**src/logic/acr_consts.vh**
```
// constants for the converter setup and offset calibration register slice
// assumes inclusion by the .v files of the acr block, one aclk domain
// How it works
// RULE1: setup bit 7 picks internal or external clock
// RULE2: setup bit 6 divides external clock by eight
// RULE3: setup bit 3 picks 24-bit or 16-bit output
// RULE4: link crc byte checked, crc byte appended out
// RULE5: link crc mismatch sets sticky flag, write-one clears
// RULE6: register map crc over 0h-1h and 4h-Eh
// RULE7: map crc mismatch against crc register flags error
// RULE8: setup bit 0 prefixes status byte to results
// RULE9: setup register at 8h, resets to 00h
// RULE10: offset bytes at 9h, Ah, Bh, reset zero
// RULE11: offset bytes form one 24-bit word, 9h high
// RULE12: signed offset subtracted from every raw result
// RULE13: offset applied first, gain correction afterwards
// RULE14: setup bit 5 selects half output drive
// RULE15: gain multiplies by word over 400000h
// RULE16: crc register is scratch when map crc off
// RULE17: setup bit 4 reserved, reads zero
`ifndef ACR_CONSTS_VH
`define ACR_CONSTS_VH

// register indices, byte address is four times the index
`define ACR_IDX_SETUP 6'h08
`define ACR_IDX_OFF_HI 6'h09
`define ACR_IDX_OFF_MID 6'h0A
`define ACR_IDX_OFF_LO 6'h0B
`define ACR_IDX_GAIN_HI 6'h0C
`define ACR_IDX_GAIN_MID 6'h0D
`define ACR_IDX_GAIN_LO 6'h0E
`define ACR_IDX_MAP_CRC 6'h0F
`define ACR_IDX_EVT 6'h10
`define ACR_IDX_MASK 6'h11

// reset values
`define ACR_RST_SETUP 8'h00
`define ACR_RST_OFF 8'h00
`define ACR_RST_GAIN_HI 8'h40
`define ACR_RST_GAIN_LO 8'h00
`define ACR_RST_MAP_CRC 8'h00

// setup register fields
`define ACR_B_CLK_EXT 7
`define ACR_B_CLK_DIV8 6
`define ACR_B_DRIVE_HALF 5
`define ACR_B_RESERVED 4
`define ACR_B_RES16 3
`define ACR_B_LINK_CRC 2
`define ACR_B_MAP_CRC 1
`define ACR_B_STATUS_PFX 0
`define ACR_SETUP_WMASK 8'hEF

// event bits, same layout in mask register
`define ACR_E_LINK_ERR 0
`define ACR_E_MAP_ERR 1
`define ACR_E_RESULT 2
`define ACR_EVT_W 3

// status byte fields on the link
`define ACR_SB_LINK_ERR 6
`define ACR_SB_MAP_ERR 5

// crc settings, register map scan length
`define ACR_CRC_POLY 8'h07
`define ACR_CRC_INIT 8'hFF
`define ACR_MAP_BYTES 4'hD
`define ACR_MAP_LAST 4'hC

// external clock divide ratio minus one
`define ACR_DIV8_LAST 3'h7

// gain normalisation shift, 400000h is unity
`define ACR_GAIN_SHIFT 22

// axi responses
`define ACR_RESP_OKAY 2'h0
`define ACR_RESP_SLVERR 2'h2

`endif

```
**src/logic/acr_calib.v**
```verilog
// offset then gain correction of raw conversion results, two stages
// assumes raw results arrive as one-cycle strobes on aclk
`timescale 1ns/1ps
`include "acr_consts.vh"
module acr_calib #(
  parameter DW = 24
) (
  input wire aclk,
  input wire aresetn,
  input wire in_valid,
  input wire [DW-1:0] in_data,
  input wire [DW-1:0] offset,
  input wire [DW-1:0] gain,
  output reg out_valid,
  output reg [DW-1:0] out_data
);
  localparam [DW-1:0] SMAX = {1'b0, {(DW-1){1'b1}}};
  localparam [DW-1:0] SMIN = {1'b1, {(DW-1){1'b0}}};

  wire signed [DW:0] diff;
  wire signed [2*DW:0] prod;
  wire signed [DW+2:0] scaled;
  reg [DW-1:0] diff_ff;
  reg v1_ff;
  reg [DW-1:0] nxt_diff;
  reg [DW-1:0] nxt_out;

  // signed subtract of the offset word
  assign diff = $signed({in_data[DW-1], in_data}) - $signed({offset[DW-1], offset}); // [RULE12]

  always @* begin
    if (diff[DW] != diff[DW-1]) begin
      nxt_diff = diff[DW] ? SMIN : SMAX;
    end else begin
      nxt_diff = diff[DW-1:0];
    end
  end

  // gain acts on the offset-corrected value
  assign prod = $signed(diff_ff) * $signed({1'b0, gain}); // [RULE13] [RULE15]
  assign scaled = prod[2*DW:`ACR_GAIN_SHIFT];

  always @* begin
    if (scaled[DW+2:DW-1] != {4{scaled[DW+2]}}) begin
      nxt_out = scaled[DW+2] ? SMIN : SMAX;
    end else begin
      nxt_out = scaled[DW-1:0];
    end
  end

  always @(posedge aclk) begin
    if (!aresetn) begin
      diff_ff <= {DW{1'b0}};
      v1_ff <= 1'b0;
      out_valid <= 1'b0;
      out_data <= {DW{1'b0}};
    end else begin
      v1_ff <= in_valid;
      out_valid <= v1_ff;
      if (in_valid) begin
        diff_ff <= nxt_diff;
      end
      if (v1_ff) begin
        out_data <= nxt_out;
      end
    end
  end
endmodule // acr_calib

```
**src/logic/acr_crc8.v**
```verilog
// one-byte crc8 update step, msb first, passes crc through when disabled
// assumes purely combinational use inside the acr block
`timescale 1ns/1ps
module acr_crc8 #(
  parameter [7:0] POLY = 8'h07
) (
  crc_in,
  data_in,
  en,
  crc_out
);
  input wire [7:0] crc_in;
  input wire [7:0] data_in;
  input wire en;
  output reg [7:0] crc_out;

  reg [7:0] acc;
  integer i;

  always @* begin
    acc = crc_in ^ data_in;
    for (i = 0; i < 8; i = i + 1) begin
      if (acc[7]) begin
        acc = {acc[6:0], 1'b0} ^ POLY;
      end else begin
        acc = {acc[6:0], 1'b0};
      end
    end
    crc_out = en ? acc : crc_in;
  end
endmodule // acr_crc8

```
**src/logic/acr_top.v**
```verilog
// setup, offset, gain and map crc registers behind an axi4-lite slave
// assumes frame bytes and raw results come from logic on aclk; ext clock pin is async
`timescale 1ns/1ps
`include "acr_consts.vh"
module acr_top #(
  parameter [7:0] CRC_POLY = `ACR_CRC_POLY,
  parameter [7:0] CRC_INIT = `ACR_CRC_INIT
) (
  input wire aclk,
  input wire aresetn,
  input wire [7:0] s_axi_awaddr,
  input wire s_axi_awvalid,
  output reg s_axi_awready,
  input wire [31:0] s_axi_wdata,
  input wire [3:0] s_axi_wstrb,
  input wire s_axi_wvalid,
  output reg s_axi_wready,
  output reg [1:0] s_axi_bresp,
  output reg s_axi_bvalid,
  input wire s_axi_bready,
  input wire [7:0] s_axi_araddr,
  input wire s_axi_arvalid,
  output reg s_axi_arready,
  output reg [31:0] s_axi_rdata,
  output reg [1:0] s_axi_rresp,
  output reg s_axi_rvalid,
  input wire s_axi_rready,
  input wire ext_clk_pin,
  input wire [47:0] map_ext_bytes,
  input wire frame_start,
  input wire frame_byte_valid,
  input wire frame_byte_is_crc,
  input wire [7:0] frame_byte,
  input wire raw_valid,
  input wire [23:0] raw_data,
  output reg out_valid_ff,
  output reg out_status_present_ff,
  output reg [7:0] out_status_ff,
  output reg [23:0] out_data_ff,
  output reg out_res16_ff,
  output reg out_crc_present_ff,
  output reg [7:0] out_crc_ff,
  output reg clk_ext_sel_ff,
  output reg mod_tick_ff,
  output reg output_drive_half_ff,
  output reg irq_ff
);
  // registers
  reg [7:0] converter_setup_ff;
  reg [7:0] offset_word_high_ff;
  reg [7:0] offset_word_mid_ff;
  reg [7:0] offset_word_low_ff;
  reg [7:0] gain_high_ff;
  reg [7:0] gain_mid_ff;
  reg [7:0] gain_low_ff;
  reg [7:0] map_crc_ff;
  reg [`ACR_EVT_W-1:0] evt_ff;
  reg [`ACR_EVT_W-1:0] mask_ff;

  // axi write and read side
  reg aw_held_ff;
  reg w_held_ff;
  reg [5:0] aw_idx_ff;
  reg [7:0] wbyte_ff;
  reg wlane_ff;
  wire wr_go;
  wire wr_en;
  reg nxt_wr_ok;
  wire [5:0] ar_idx;
  reg [31:0] nxt_rdata;
  reg nxt_rd_ok;

  // event and clock side
  reg [`ACR_EVT_W-1:0] evt_set;
  reg [`ACR_EVT_W-1:0] evt_clr;
  reg ext_s1_ff;
  reg ext_s2_ff;
  reg ext_prev_ff;
  reg [2:0] div_cnt_ff;
  wire ext_rise;

  // crc paths
  reg [7:0] link_acc_ff;
  wire [7:0] link_nxt;
  reg [3:0] map_idx_ff;
  reg [7:0] map_acc_ff;
  wire [7:0] map_seed;
  wire [7:0] map_nxt;
  wire [103:0] map_vec;
  wire [7:0] map_byte;
  wire [4*8-1:0] out_bytes;
  wire [3:0] out_en;
  wire [5*8-1:0] out_chain;

  // calibration path
  wire cal_valid;
  wire [23:0] cal_data;
  wire [7:0] status_byte;

  assign wr_go = aw_held_ff & w_held_ff & ~s_axi_bvalid;
  assign wr_en = wr_go & wlane_ff;
  assign ar_idx = s_axi_araddr[7:2];

  always @* begin
    case (aw_idx_ff)
      `ACR_IDX_SETUP, `ACR_IDX_OFF_HI, `ACR_IDX_OFF_MID, `ACR_IDX_OFF_LO,
      `ACR_IDX_GAIN_HI, `ACR_IDX_GAIN_MID, `ACR_IDX_GAIN_LO, `ACR_IDX_MAP_CRC,
      `ACR_IDX_EVT, `ACR_IDX_MASK: nxt_wr_ok = 1'b1;
      default: nxt_wr_ok = 1'b0;
    endcase
  end

  // read decode, bits above the register width read zero
  always @* begin
    nxt_rd_ok = 1'b1;
    nxt_rdata = 32'h00000000;
    case (ar_idx)
      `ACR_IDX_SETUP: nxt_rdata[7:0] = converter_setup_ff & `ACR_SETUP_WMASK; // [RULE17]
      `ACR_IDX_OFF_HI: nxt_rdata[7:0] = offset_word_high_ff;
      `ACR_IDX_OFF_MID: nxt_rdata[7:0] = offset_word_mid_ff;
      `ACR_IDX_OFF_LO: nxt_rdata[7:0] = offset_word_low_ff;
      `ACR_IDX_GAIN_HI: nxt_rdata[7:0] = gain_high_ff;
      `ACR_IDX_GAIN_MID: nxt_rdata[7:0] = gain_mid_ff;
      `ACR_IDX_GAIN_LO: nxt_rdata[7:0] = gain_low_ff;
      `ACR_IDX_MAP_CRC: nxt_rdata[7:0] = map_crc_ff;
      `ACR_IDX_EVT: nxt_rdata[`ACR_EVT_W-1:0] = evt_ff;
      `ACR_IDX_MASK: nxt_rdata[`ACR_EVT_W-1:0] = mask_ff;
      default: nxt_rd_ok = 1'b0;
    endcase
  end

  // axi channel handshakes, one write and one read in flight
  always @(posedge aclk) begin
    if (!aresetn) begin
      s_axi_awready <= 1'b0;
      s_axi_wready <= 1'b0;
      s_axi_bvalid <= 1'b0;
      s_axi_bresp <= `ACR_RESP_OKAY;
      s_axi_arready <= 1'b0;
      s_axi_rvalid <= 1'b0;
      s_axi_rresp <= `ACR_RESP_OKAY;
      s_axi_rdata <= 32'h00000000;
      aw_held_ff <= 1'b0;
      w_held_ff <= 1'b0;
      aw_idx_ff <= 6'h00;
      wbyte_ff <= 8'h00;
      wlane_ff <= 1'b0;
    end else begin
      if (!aw_held_ff && !s_axi_bvalid) begin
        s_axi_awready <= ~(s_axi_awvalid & s_axi_awready);
      end
      if (s_axi_awvalid && s_axi_awready) begin
        aw_held_ff <= 1'b1;
        aw_idx_ff <= s_axi_awaddr[7:2];
        s_axi_awready <= 1'b0;
      end
      if (!w_held_ff && !s_axi_bvalid) begin
        s_axi_wready <= ~(s_axi_wvalid & s_axi_wready);
      end
      if (s_axi_wvalid && s_axi_wready) begin
        w_held_ff <= 1'b1;
        wbyte_ff <= s_axi_wdata[7:0];
        wlane_ff <= s_axi_wstrb[0];
        s_axi_wready <= 1'b0;
      end
      if (wr_go) begin
        aw_held_ff <= 1'b0;
        w_held_ff <= 1'b0;
        s_axi_bvalid <= 1'b1;
        s_axi_bresp <= nxt_wr_ok ? `ACR_RESP_OKAY : `ACR_RESP_SLVERR;
      end else if (s_axi_bvalid && s_axi_bready) begin
        s_axi_bvalid <= 1'b0;
        s_axi_awready <= 1'b1;
        s_axi_wready <= 1'b1;
      end
      if (!s_axi_rvalid) begin
        s_axi_arready <= ~(s_axi_arvalid & s_axi_arready);
      end
      if (s_axi_arvalid && s_axi_arready) begin
        s_axi_rvalid <= 1'b1;
        s_axi_rdata <= nxt_rdata;
        s_axi_rresp <= nxt_rd_ok ? `ACR_RESP_OKAY : `ACR_RESP_SLVERR;
        s_axi_arready <= 1'b0;
      end else if (s_axi_rvalid && s_axi_rready) begin
        s_axi_rvalid <= 1'b0;
        s_axi_arready <= 1'b1;
      end
    end
  end

  // register writes
  always @(posedge aclk) begin
    if (!aresetn) begin
      converter_setup_ff <= `ACR_RST_SETUP; // [RULE9]
      offset_word_high_ff <= `ACR_RST_OFF; // [RULE10]
      offset_word_mid_ff <= `ACR_RST_OFF;
      offset_word_low_ff <= `ACR_RST_OFF;
      gain_high_ff <= `ACR_RST_GAIN_HI;
      gain_mid_ff <= `ACR_RST_GAIN_LO;
      gain_low_ff <= `ACR_RST_GAIN_LO;
      map_crc_ff <= `ACR_RST_MAP_CRC;
      mask_ff <= {`ACR_EVT_W{1'b0}};
    end else if (wr_en) begin
      case (aw_idx_ff)
        `ACR_IDX_SETUP: converter_setup_ff <= wbyte_ff & `ACR_SETUP_WMASK; // [RULE17] [RULE14]
        `ACR_IDX_OFF_HI: offset_word_high_ff <= wbyte_ff;
        `ACR_IDX_OFF_MID: offset_word_mid_ff <= wbyte_ff;
        `ACR_IDX_OFF_LO: offset_word_low_ff <= wbyte_ff;
        `ACR_IDX_GAIN_HI: gain_high_ff <= wbyte_ff;
        `ACR_IDX_GAIN_MID: gain_mid_ff <= wbyte_ff;
        `ACR_IDX_GAIN_LO: gain_low_ff <= wbyte_ff;
        `ACR_IDX_MAP_CRC: map_crc_ff <= wbyte_ff; // [RULE16]
        `ACR_IDX_MASK: mask_ff <= wbyte_ff[`ACR_EVT_W-1:0];
        default: mask_ff <= mask_ff;
      endcase
    end
  end

  // external clock pin synchroniser and divide-by-eight enable
  assign ext_rise = ext_s2_ff & ~ext_prev_ff;

  always @(posedge aclk) begin
    if (!aresetn) begin
      ext_s1_ff <= 1'b0;
      ext_s2_ff <= 1'b0;
      ext_prev_ff <= 1'b0;
      div_cnt_ff <= 3'h0;
      mod_tick_ff <= 1'b0;
      clk_ext_sel_ff <= 1'b0;
      output_drive_half_ff <= 1'b0;
    end else begin
      ext_s1_ff <= ext_clk_pin;
      ext_s2_ff <= ext_s1_ff;
      ext_prev_ff <= ext_s2_ff;
      clk_ext_sel_ff <= converter_setup_ff[`ACR_B_CLK_EXT]; // [RULE1]
      output_drive_half_ff <= converter_setup_ff[`ACR_B_DRIVE_HALF]; // [RULE14]
      if (!converter_setup_ff[`ACR_B_CLK_DIV8]) begin
        div_cnt_ff <= 3'h0;
      end else if (ext_rise) begin
        div_cnt_ff <= div_cnt_ff + 3'h1;
      end
      if (!converter_setup_ff[`ACR_B_CLK_EXT]) begin
        mod_tick_ff <= 1'b1; // [RULE1]
      end else if (converter_setup_ff[`ACR_B_CLK_DIV8]) begin
        mod_tick_ff <= ext_rise & (div_cnt_ff == `ACR_DIV8_LAST); // [RULE2]
      end else begin
        mod_tick_ff <= ext_rise; // [RULE2]
      end
    end
  end

  // link input crc check over each frame
  acr_crc8 #(.POLY(CRC_POLY)) u_link_crc (
    .crc_in(link_acc_ff),
    .data_in(frame_byte),
    .en(1'b1),
    .crc_out(link_nxt)
  );

  always @(posedge aclk) begin
    if (!aresetn) begin
      link_acc_ff <= CRC_INIT;
    end else if (frame_start || (frame_byte_valid && frame_byte_is_crc)) begin
      link_acc_ff <= CRC_INIT;
    end else if (frame_byte_valid) begin
      link_acc_ff <= link_nxt; // [RULE4]
    end
  end

  // register map crc, one byte per cycle, scan restarts after any write
  assign map_vec = {map_ext_bytes, converter_setup_ff & `ACR_SETUP_WMASK,
    offset_word_high_ff, offset_word_mid_ff, offset_word_low_ff,
    gain_high_ff, gain_mid_ff, gain_low_ff}; // [RULE6]
  assign map_byte = map_vec[(`ACR_MAP_LAST - map_idx_ff) * 8 +: 8];
  assign map_seed = (map_idx_ff == 4'h0) ? CRC_INIT : map_acc_ff;

  acr_crc8 #(.POLY(CRC_POLY)) u_map_crc (
    .crc_in(map_seed),
    .data_in(map_byte),
    .en(1'b1),
    .crc_out(map_nxt)
  );

  always @(posedge aclk) begin
    if (!aresetn) begin
      map_idx_ff <= 4'h0;
      map_acc_ff <= CRC_INIT;
    end else if (wr_go || map_idx_ff == `ACR_MAP_LAST) begin
      map_idx_ff <= 4'h0;
      map_acc_ff <= CRC_INIT;
    end else begin
      map_idx_ff <= map_idx_ff + 4'h1;
      map_acc_ff <= map_nxt;
    end
  end

  // sticky events, set wins over a same-cycle write-one clear
  always @* begin
    evt_set = {`ACR_EVT_W{1'b0}};
    evt_set[`ACR_E_LINK_ERR] = frame_byte_valid & frame_byte_is_crc & ~frame_start &
      converter_setup_ff[`ACR_B_LINK_CRC] & (frame_byte != link_acc_ff); // [RULE4] [RULE5]
    evt_set[`ACR_E_MAP_ERR] = ~wr_go & (map_idx_ff == `ACR_MAP_LAST) &
      converter_setup_ff[`ACR_B_MAP_CRC] & (map_nxt != map_crc_ff); // [RULE7] [RULE16]
    evt_set[`ACR_E_RESULT] = cal_valid;
    evt_clr = {`ACR_EVT_W{1'b0}};
    if (wr_en && aw_idx_ff == `ACR_IDX_EVT) begin
      evt_clr = wbyte_ff[`ACR_EVT_W-1:0]; // [RULE5]
    end
  end

  always @(posedge aclk) begin
    if (!aresetn) begin
      evt_ff <= {`ACR_EVT_W{1'b0}};
      irq_ff <= 1'b0;
    end else begin
      evt_ff <= (evt_ff & ~evt_clr) | evt_set; // [RULE5]
      irq_ff <= |(((evt_ff & ~evt_clr) | evt_set) & mask_ff);
    end
  end

  // offset then gain on each raw result
  acr_calib #(.DW(24)) u_calib (
    .aclk(aclk),
    .aresetn(aresetn),
    .in_valid(raw_valid),
    .in_data(raw_data),
    .offset({offset_word_high_ff, offset_word_mid_ff, offset_word_low_ff}), // [RULE11]
    .gain({gain_high_ff, gain_mid_ff, gain_low_ff}), // [RULE15]
    .out_valid(cal_valid),
    .out_data(cal_data)
  );

  // output frame: optional status byte, data bytes, optional crc byte
  assign status_byte = {1'b0, evt_ff[`ACR_E_LINK_ERR], evt_ff[`ACR_E_MAP_ERR], 5'h00};
  assign out_bytes = {status_byte, cal_data};
  assign out_en = {converter_setup_ff[`ACR_B_STATUS_PFX], 2'b11,
    ~converter_setup_ff[`ACR_B_RES16]}; // [RULE3] [RULE8]
  assign out_chain[39:32] = CRC_INIT;

  genvar g;
  generate
    for (g = 0; g < 4; g = g + 1) begin : g_out_crc
      acr_crc8 #(.POLY(CRC_POLY)) u_out_crc (
        .crc_in(out_chain[(g+1)*8 +: 8]),
        .data_in(out_bytes[g*8 +: 8]),
        .en(out_en[g]),
        .crc_out(out_chain[g*8 +: 8])
      );
    end
  endgenerate

  always @(posedge aclk) begin
    if (!aresetn) begin
      out_valid_ff <= 1'b0;
      out_status_present_ff <= 1'b0;
      out_status_ff <= 8'h00;
      out_data_ff <= 24'h000000;
      out_res16_ff <= 1'b0;
      out_crc_present_ff <= 1'b0;
      out_crc_ff <= 8'h00;
    end else begin
      out_valid_ff <= cal_valid;
      if (cal_valid) begin
        out_status_present_ff <= converter_setup_ff[`ACR_B_STATUS_PFX]; // [RULE8]
        out_status_ff <= status_byte;
        out_res16_ff <= converter_setup_ff[`ACR_B_RES16]; // [RULE3]
        if (converter_setup_ff[`ACR_B_RES16]) begin
          out_data_ff <= {8'h00, cal_data[23:8]}; // [RULE3]
        end else begin
          out_data_ff <= cal_data;
        end
        out_crc_present_ff <= converter_setup_ff[`ACR_B_LINK_CRC]; // [RULE4]
        out_crc_ff <= out_chain[7:0];
      end
    end
  end
endmodule // acr_top

```
**config.mk**
```make
export PLATFORM = sky130hd
export DESIGN_NAME = acr_top
export DESIGN_NICKNAME = d
export VERILOG_FILES = /design/src/logic/acr_calib.v /design/src/logic/acr_crc8.v /design/src/logic/acr_top.v
export VERILOG_INCLUDE_DIRS = /design/src /design/src/logic
export SDC_FILE = /design/constraint.sdc
export NUM_CORES = 2
export LEC_CHECK = 0
export BUFFER_PORTS_ARGS = -buffer_cell sky130_fd_sc_hd__buf_2
export CAP_MARGIN = 25
export CORE_MARGIN = 2
export CORE_UTILIZATION = 59
export CTS_BUF_LIST = sky130_fd_sc_hd__clkbuf_2
export CTS_CLUSTER_SIZE = 8
export DETAILED_ROUTE_END_ITERATION = 7
export GPL_TIMING_DRIVEN = 0
export PLACE_DENSITY = 0.9
export SETUP_SLACK_MARGIN = 0.3
export SYNTH_ARGS = -nofsm -noshare
export SYNTH_HDL_FRONTEND = slang
export SYNTH_SLANG_ARGS = --single-unit
export TNS_END_PERCENT = 30
```
**constraint.sdc**
```tcl
create_clock -name aclk -period 11.4 [get_ports aclk]
set_input_delay 2.28 -clock aclk [delete_from_list [all_inputs] [get_ports aclk]]
set_output_delay 2.28 -clock aclk [all_outputs]
set_load 0.02 [all_outputs]
```
## Word level (Yosys, flattened, before mapping)

Memory sizes are Yosys's and may differ from the RTL's. A register that Yosys moved wholly into a read port is not among the register bits.
Index checks and enable logic that the tools add are counted.
W data, S select, Z words.

| cells by class | value |
|---|---|
| shift-type cells | 1 |
| mux-type cells | 81 |
| $mul | 1 |
| bitwise operators | 81 |
| equality and inequality tests | 27 |
| add/subtract/negate cells | 4 |
| reduce and logical (&&, ||, !) cells | 33 |

Operators with widths:

| operator | number |
|---|---|
| $mux W3 | 49 |
| $not A3 Y3 | 49 |
| $mux W24 | 5 |
| $shiftx A104 B33 Y8 | 1 |
| $eq A6 B4 Y1 const B | 16 |
| $mul A24 B25 Y49 | 1 |
| $pmux W5 S8 | 1 |
| $xor A8 B8 Y8 | 5 |
| $pmux W3 S10 | 1 |
| $sub A24 B24 Y25 | 1 |
| $eq A6 B5 Y1 const B | 4 |
| $mux W8 | 3 |
| $reduce_and A2 Y1 | 10 |
| $mux W1 | 18 |
| $ne A8 B8 Y1 | 2 |
| $and A1 B1 Y1 | 15 |
| $mux W5 | 2 |
| $reduce_or A10 Y1 | 1 |
| $logic_and A1 B1 Y1 | 9 |
| $not A1 Y1 | 8 |
| $not A7 Y8 | 1 |
| $reduce_or A2 Y1 | 4 |
| $and A3 B3 Y3 | 2 |
| $sub A4 B4 Y5 const A | 1 |
| other kinds (14) | 19 |

| word-level totals | value |
|---|---|
| flip-flop bits (word level) | 221 |
| memories kept | 1 |
| output and inout port bits | 89 |
| input bits | 144 |
| logic and storage cells | 274 |
| memory bits (read-only) | 32 |

Memory list:

| memory | depth | width | rd ports | clocked after Yosys merged registers in | write ports | RTL line | RTL |
|---|---|---|---|---|---|---|---|
| (no name shown) | 32 | 1 | 1 | 1 | 0 | acr_top.v:105 | `case (aw_idx_ff)` |

## Longest topological paths before layout

| logic depth | value |
|---|---|
| depth in word-level cells | 70 |
| mapped depth | 29 |
| mapped depth without buffers | 26 |

## Cells and area by module

A second synthesis with hierarchy kept.

| unflattened totals | value |
|---|---|
| cells, all modules | 3596 |
| area total of the unflattened synthesis | 32711.4 sq um |

By module, submodules not included:

| module | cells each | times used | area each (sq um) | sequential area each (sq um) |
|---|---|---|---|---|
| acr_calib | 2496 | 1 | 22029.9 | 1001.0 |
| acr_top | 866 | 1 | 8519.4 | 3403.3 |
| acr_crc8 | 39 | 6 | 360.3 | 0.0 |

## Least setup slack after synthesis

No wires, ideal clock.

| timing path | value |
|---|---|
| path type | reg2reg |
| start | register gain_high_ff[5] |
| end | register u_calib.out_data[2] |
| data required time | 11.271 ns |
| clock period less this slack | 7.252 ns |
| arrival time | 7.123 ns |
| buffers on the path | 4 |
| setup time | 0.129 ns |
| path slack | 4.148 ns |
| stages on the path, launching flop included | 29 |
| cells stage by stage | dfxtp_1 > clkbuf_1 > clkbuf_1 > nand2_1 > fa_1 > inv_1 > fa_1 > fa_1 > inv_1 > fa_1 > inv_1 > fa_1 > fa_1 > inv_1 > fa_1 > inv_1 > ha_1 > clkbuf_1 > and3_1 > nand2_1 > a211oi_1 > nor4_1 > a211oi_1 > or4_1 > nand4_1 > nor4_1 > a211oi_2 > buf_2 > o22ai_1 |

| on the way | value |
|---|---|
| cells in the longest elaborated chain, start to end | 3 |
| elaborated cells between the ends (all ways) | 4 |
| those cells by class | mul (1); eq/ne (1); mux (2) |

Ends and longest elaborated chain:

| element | RTL line | RTL |
|---|---|---|
| from (decl) | acr_top.v:53 | `reg [7:0] gain_high_ff;` |
| from (signal assigned) | acr_top.v:198 | `` gain_high_ff <= `ACR_RST_GAIN_HI; `` |
| from (signal assigned) | acr_top.v:209 | `` `ACR_IDX_GAIN_HI: gain_high_ff <= wbyte_ff; `` |
| $mul A24 B25 Y49 (*) | acr_calib.v:40 | `assign prod = $signed(diff_ff) * $signed({1'b0, gain});` |
| $ne A3 B3 Y1 / $mux W24 (equally long branches) | acr_calib.v:44, acr_calib.v:45 |  |
| $mux W24 (*) | acr_calib.v:44 | `if (scaled[DW+2:DW-1] != {4{scaled[DW+2]}}) begin` |
| to (signal assigned) | acr_calib.v:56 | `out_data <= {DW{1'b0}};` |
| to (signal assigned) | acr_calib.v:64 | `out_data <= nxt_out;` |
| to (decl) | acr_calib.v:15 | `output reg [DW-1:0] out_data` |

Mark *: on every way between the ends. The rest lies on a longest branch, timed or not.
A chain may end at the register's enable or synchronous reset.

## Final worst setup path

| timing path | value |
|---|---|
| start | register gain_mid_ff[5] |
| end | register u_calib.out_data[17] |

| on the way | value |
|---|---|
| cells in the longest elaborated chain, start to end | 3 |
| elaborated cells between the ends (all ways) | 4 |
| those cells by class | mul (1); eq/ne (1); mux (2) |

Ends and longest elaborated chain:

| element | RTL line | RTL |
|---|---|---|
| from (decl) | acr_top.v:54 | `reg [7:0] gain_mid_ff;` |
| from (signal assigned) | acr_top.v:199 | `` gain_mid_ff <= `ACR_RST_GAIN_LO; `` |
| from (signal assigned) | acr_top.v:210 | `` `ACR_IDX_GAIN_MID: gain_mid_ff <= wbyte_ff; `` |
| $mul A24 B25 Y49 (*) | acr_calib.v:40 |  |
| $ne A3 B3 Y1 / $mux W24 (equally long branches) | acr_calib.v:44, acr_calib.v:45 |  |
| $mux W24 (*) | acr_calib.v:44 |  |

Marks and branches as above.

==> results.md <==
- Routing usage on met2: 54.7%
- Sequential element share of the synthesized area: 13.8%
- Initial Utilization: 59.5%
- Nature of the critical path endpoint: flop
- Critical path startpoint category: flop
- DIE AREA: 55900 sq um
- Top Registers: out_data_ff: 24 flops, u_calib.diff_ff: 24 flops, u_calib.out_data: 24 flops
- Final nets: 4704
- Synthesized area per cell: 8.86 sq um
- Top area cells in the synthesized netlist: fa_1 (30%), dfxtp_1 (14%), ha_1 (9.0%)
- Run status: completed
- Number of synthesized register bits: 220
- Number of enable flip-flop cells after synthesis: 0
- Number of primary I/O pins: 233
- Setup bufs post-CTS: 0
- WS Path Type: reg -> reg
- Time the final worst path needs with I/O delays and setup: 10.08 ns
- Data required time at the worst endpoint: 12.21 ns
- Global routing met1 resource utilization: 45.2%
- Overall Global Routing Usage: 35.3%
- Area share of the largest cell type after synthesis: 30.3%
- Min-Delay Path Class: reg -> reg
- Vias post-DR: 27100
- Fraction of synthesis flops using an asynchronous set or reset pin: 0%
- Synthesized-area fraction occupied by ao, oa, aoi and oai cells: 8.29%
- Number of max-slew violations in the final report: 0
- Maximum clock skew at final layout: 0.0713 ns
- Root buf cell: clkbuf_2
- Htree depth: 2
- Quantity of gates resized following cts: 0
- Detailed-router iteration count before antenna repair: 8
- Share of synthesized cell area in full adder, half adder and majority cells: 39.9%
- Clock Pin Slew Worst Setup and Hold Paths: 0.11 ns
- Worst vdd ir: 0.119 mV
- Leak pwr: 16.3 nW
- Clock tree from TritonCTS: built
- Detailed placement HPWL: 79.0 mm
- Post-synthesis xor/xnor area fraction: 4.81%
- Final weighted congestion in routability-driven placement: 1.05
- Power density over the cells: 79.3 nW/um^2
- Critical path startpoint: gain_mid_ff[5]
- Clock latency at the later pin of the worst-skew pair: 0.95 ns
- Yosys cell types: 85
- Routed Wire Length: 98.1 mm
- Average routed wire per standard cell: 21.4 microns
- Number of DRC markers in iteration 0: 2944
- Initial antenna violation count: 5
- Wire length of the first global-routing pass: 152 mm
- Endpoints failing setup: 0
- Yosys Warn Count: 0
- Start point of the worst hold path: s_axi_rdata[1]
- Worst R2R Start: gain_mid_ff[5]
- Most frequent standard cell in the layout excluding fill and tap cells: inv_1
- Die span in y: 236 microns
- Crit Path Max Fanout: 11
- Maximum number of pins on one net before global-route repair: 16
- Synth Flop Type: dfxtp_1
- Final hold violation count: 0
- Met3 demand-to-capacity share in global routing: 9.97%
- IO buf count: 165
- Setup tns final: 0 ns
- DP Area: 33700 sq um
- Arrival @ worst endpoint: 10.89 ns
- Signed area change from the synthesized netlist to the final layout: 7.16%
- Worst Tran Pin Value: 1.18 ns
- Detail-routed via count per cell: 5.92
- Unrepaired setup endpoints after global routing: false
- Number of cell rows: 85
- Post-synthesis cell count: 3600
- Global-route layer with the greatest usage: met2
- Number of remaining DRC errors: 0
- TritonCTS sink count: 220
- Commonest cells after routing, fill and taps aside: inv_1 (586), fa_1 (482), nand2_1 (407)
- Remaining antenna violation count: 0
- Number of clock buffers inserted by TritonCTS: 50
- Highest attainable clock frequency: 0.0992 GHz
- Dominant combinational cell family by area after synthesis: adder cells
- Multiplexer share of the synthesized area: 6.49%
- Post-synth design cell area: 31900 sq um
- Post-CTS Hold Buffers: 0
- Final non-filler cell area: 34200 sq um
- Area of the core region: 53600 sq um
- Horizontal die dimension: 236 microns
- Total congestion overflow after global routing: 0
- Period utilisation layout: 88.4%
- Vias in the first global route: 27400
- Fraction of final layout cells with drive strength greater than 1: 9.45%
- Relative slew margins: 21.5%
- Cell type contributing the most total cell area after synthesis: fa_1
- Simple-gate portion of the synthesized area: 16.5%
- Maximum buffer depth of the clock tree: 3
- Count of maximum capacitance violations: 0
## final timing paths
check                         end  slack [ns]  cells after the start
max          u_calib.out_data[17]        1.32                     27
max reg2reg  u_calib.out_data[17]        1.32                     27
min reg2reg        s_axi_rdata[1]        0.45                      2
min                s_axi_rdata[1]        0.45                      2
## critical path, stage by stage (launching register included)
cell,delay (ns)
dfxtp_1,0.32
clkbuf_1,0.86
clkbuf_1,0.62
nand2_1,0.18
fa_1,0.58
fa_1,0.46
fa_1,0.55
inv_1,0.06
fa_1,0.52
inv_1,0.06
fa_1,0.53
inv_1,0.05
fa_1,0.48
inv_1,0.05
fa_1,0.48
inv_1,0.06
ha_1,0.30
and4_1,0.28
o21ai_0,0.12
a211oi_1,0.87
a211oi_1,0.27
nor4b_1,0.63
o21ai_0,0.39
o21bai_1,0.28
xnor2_1,0.20
a21boi_1,0.35
buf_2,0.30
o22ai_1,0.12
## area by class of cell
type                       instances  area, sq um
sequential                       220         4400
fill                            4259        19400
timing repair buffer             166          831
multi-input combinational       2591        24400
inverter                         586         2200
antenna                            4         10.0
clock buffer                      71          355
buffer                           234         1030
tap                              696          871
clock inverter                    16          100
## where the power goes
part	switching, mW	leakage [nW]	internal [mW]	total, mW
Clock	0.344	0.346	0.193	0.537
Combinational	0.744	14.2	0.523	1.27
Sequential	0.0824	1.80	0.823	0.905
## routing by layer
layer	wire, microns	up-vias
met5	13	-
met4	6350	2
met3	12700	427
met2	43200	1803
met1	35800	13100
li1	-	11800
## Yosys cell counts (104+ instances only)
library cell,instances
nor2_1,178
dfxtp_1,220
fa_1,482
o21ai_0,104
and2_1,287
ha_1,229
inv_1,586
nand2_1,407
mux2i_1,122
a21oi_1,131
clkbuf_1,172
xnor2_1,106
## stage by stage
| step | instances | total power [mW] | setup WS (ns) | hold slack, ns | utilization (%) |
|---|---|---|---|---|---|
| after floorplan | 3631 | 1.83 | 4.15 | 0.412 | - |
| after global placement | 4492 | 2.11 | 1.82 | 0.421 | 62.9 |
| after detailed placement | 4493 | 2.14 | 1.78 | 0.425 | 62.9 |
| after CTS | 4580 | 2.67 | 1.81 | 0.447 | 63.7 |
| after global routing | 4582 | 2.85 | 1.11 | 0.472 | 63.7 |
| final | 4584 | 2.71 | 1.32 | 0.449 | 63.7 |
## cells by family after synthesis
logic type               after synthesis
AND/OR/NAND/NOR                     1075
buffers and inverters                820
adder cells (fa/ha/maj)              732
AO/OA/AOI/OAI                        422
flip-flops                           220
XOR/XNOR                             167
multiplexers                         163
other                                  1
(Power assumes the default switching activity.)
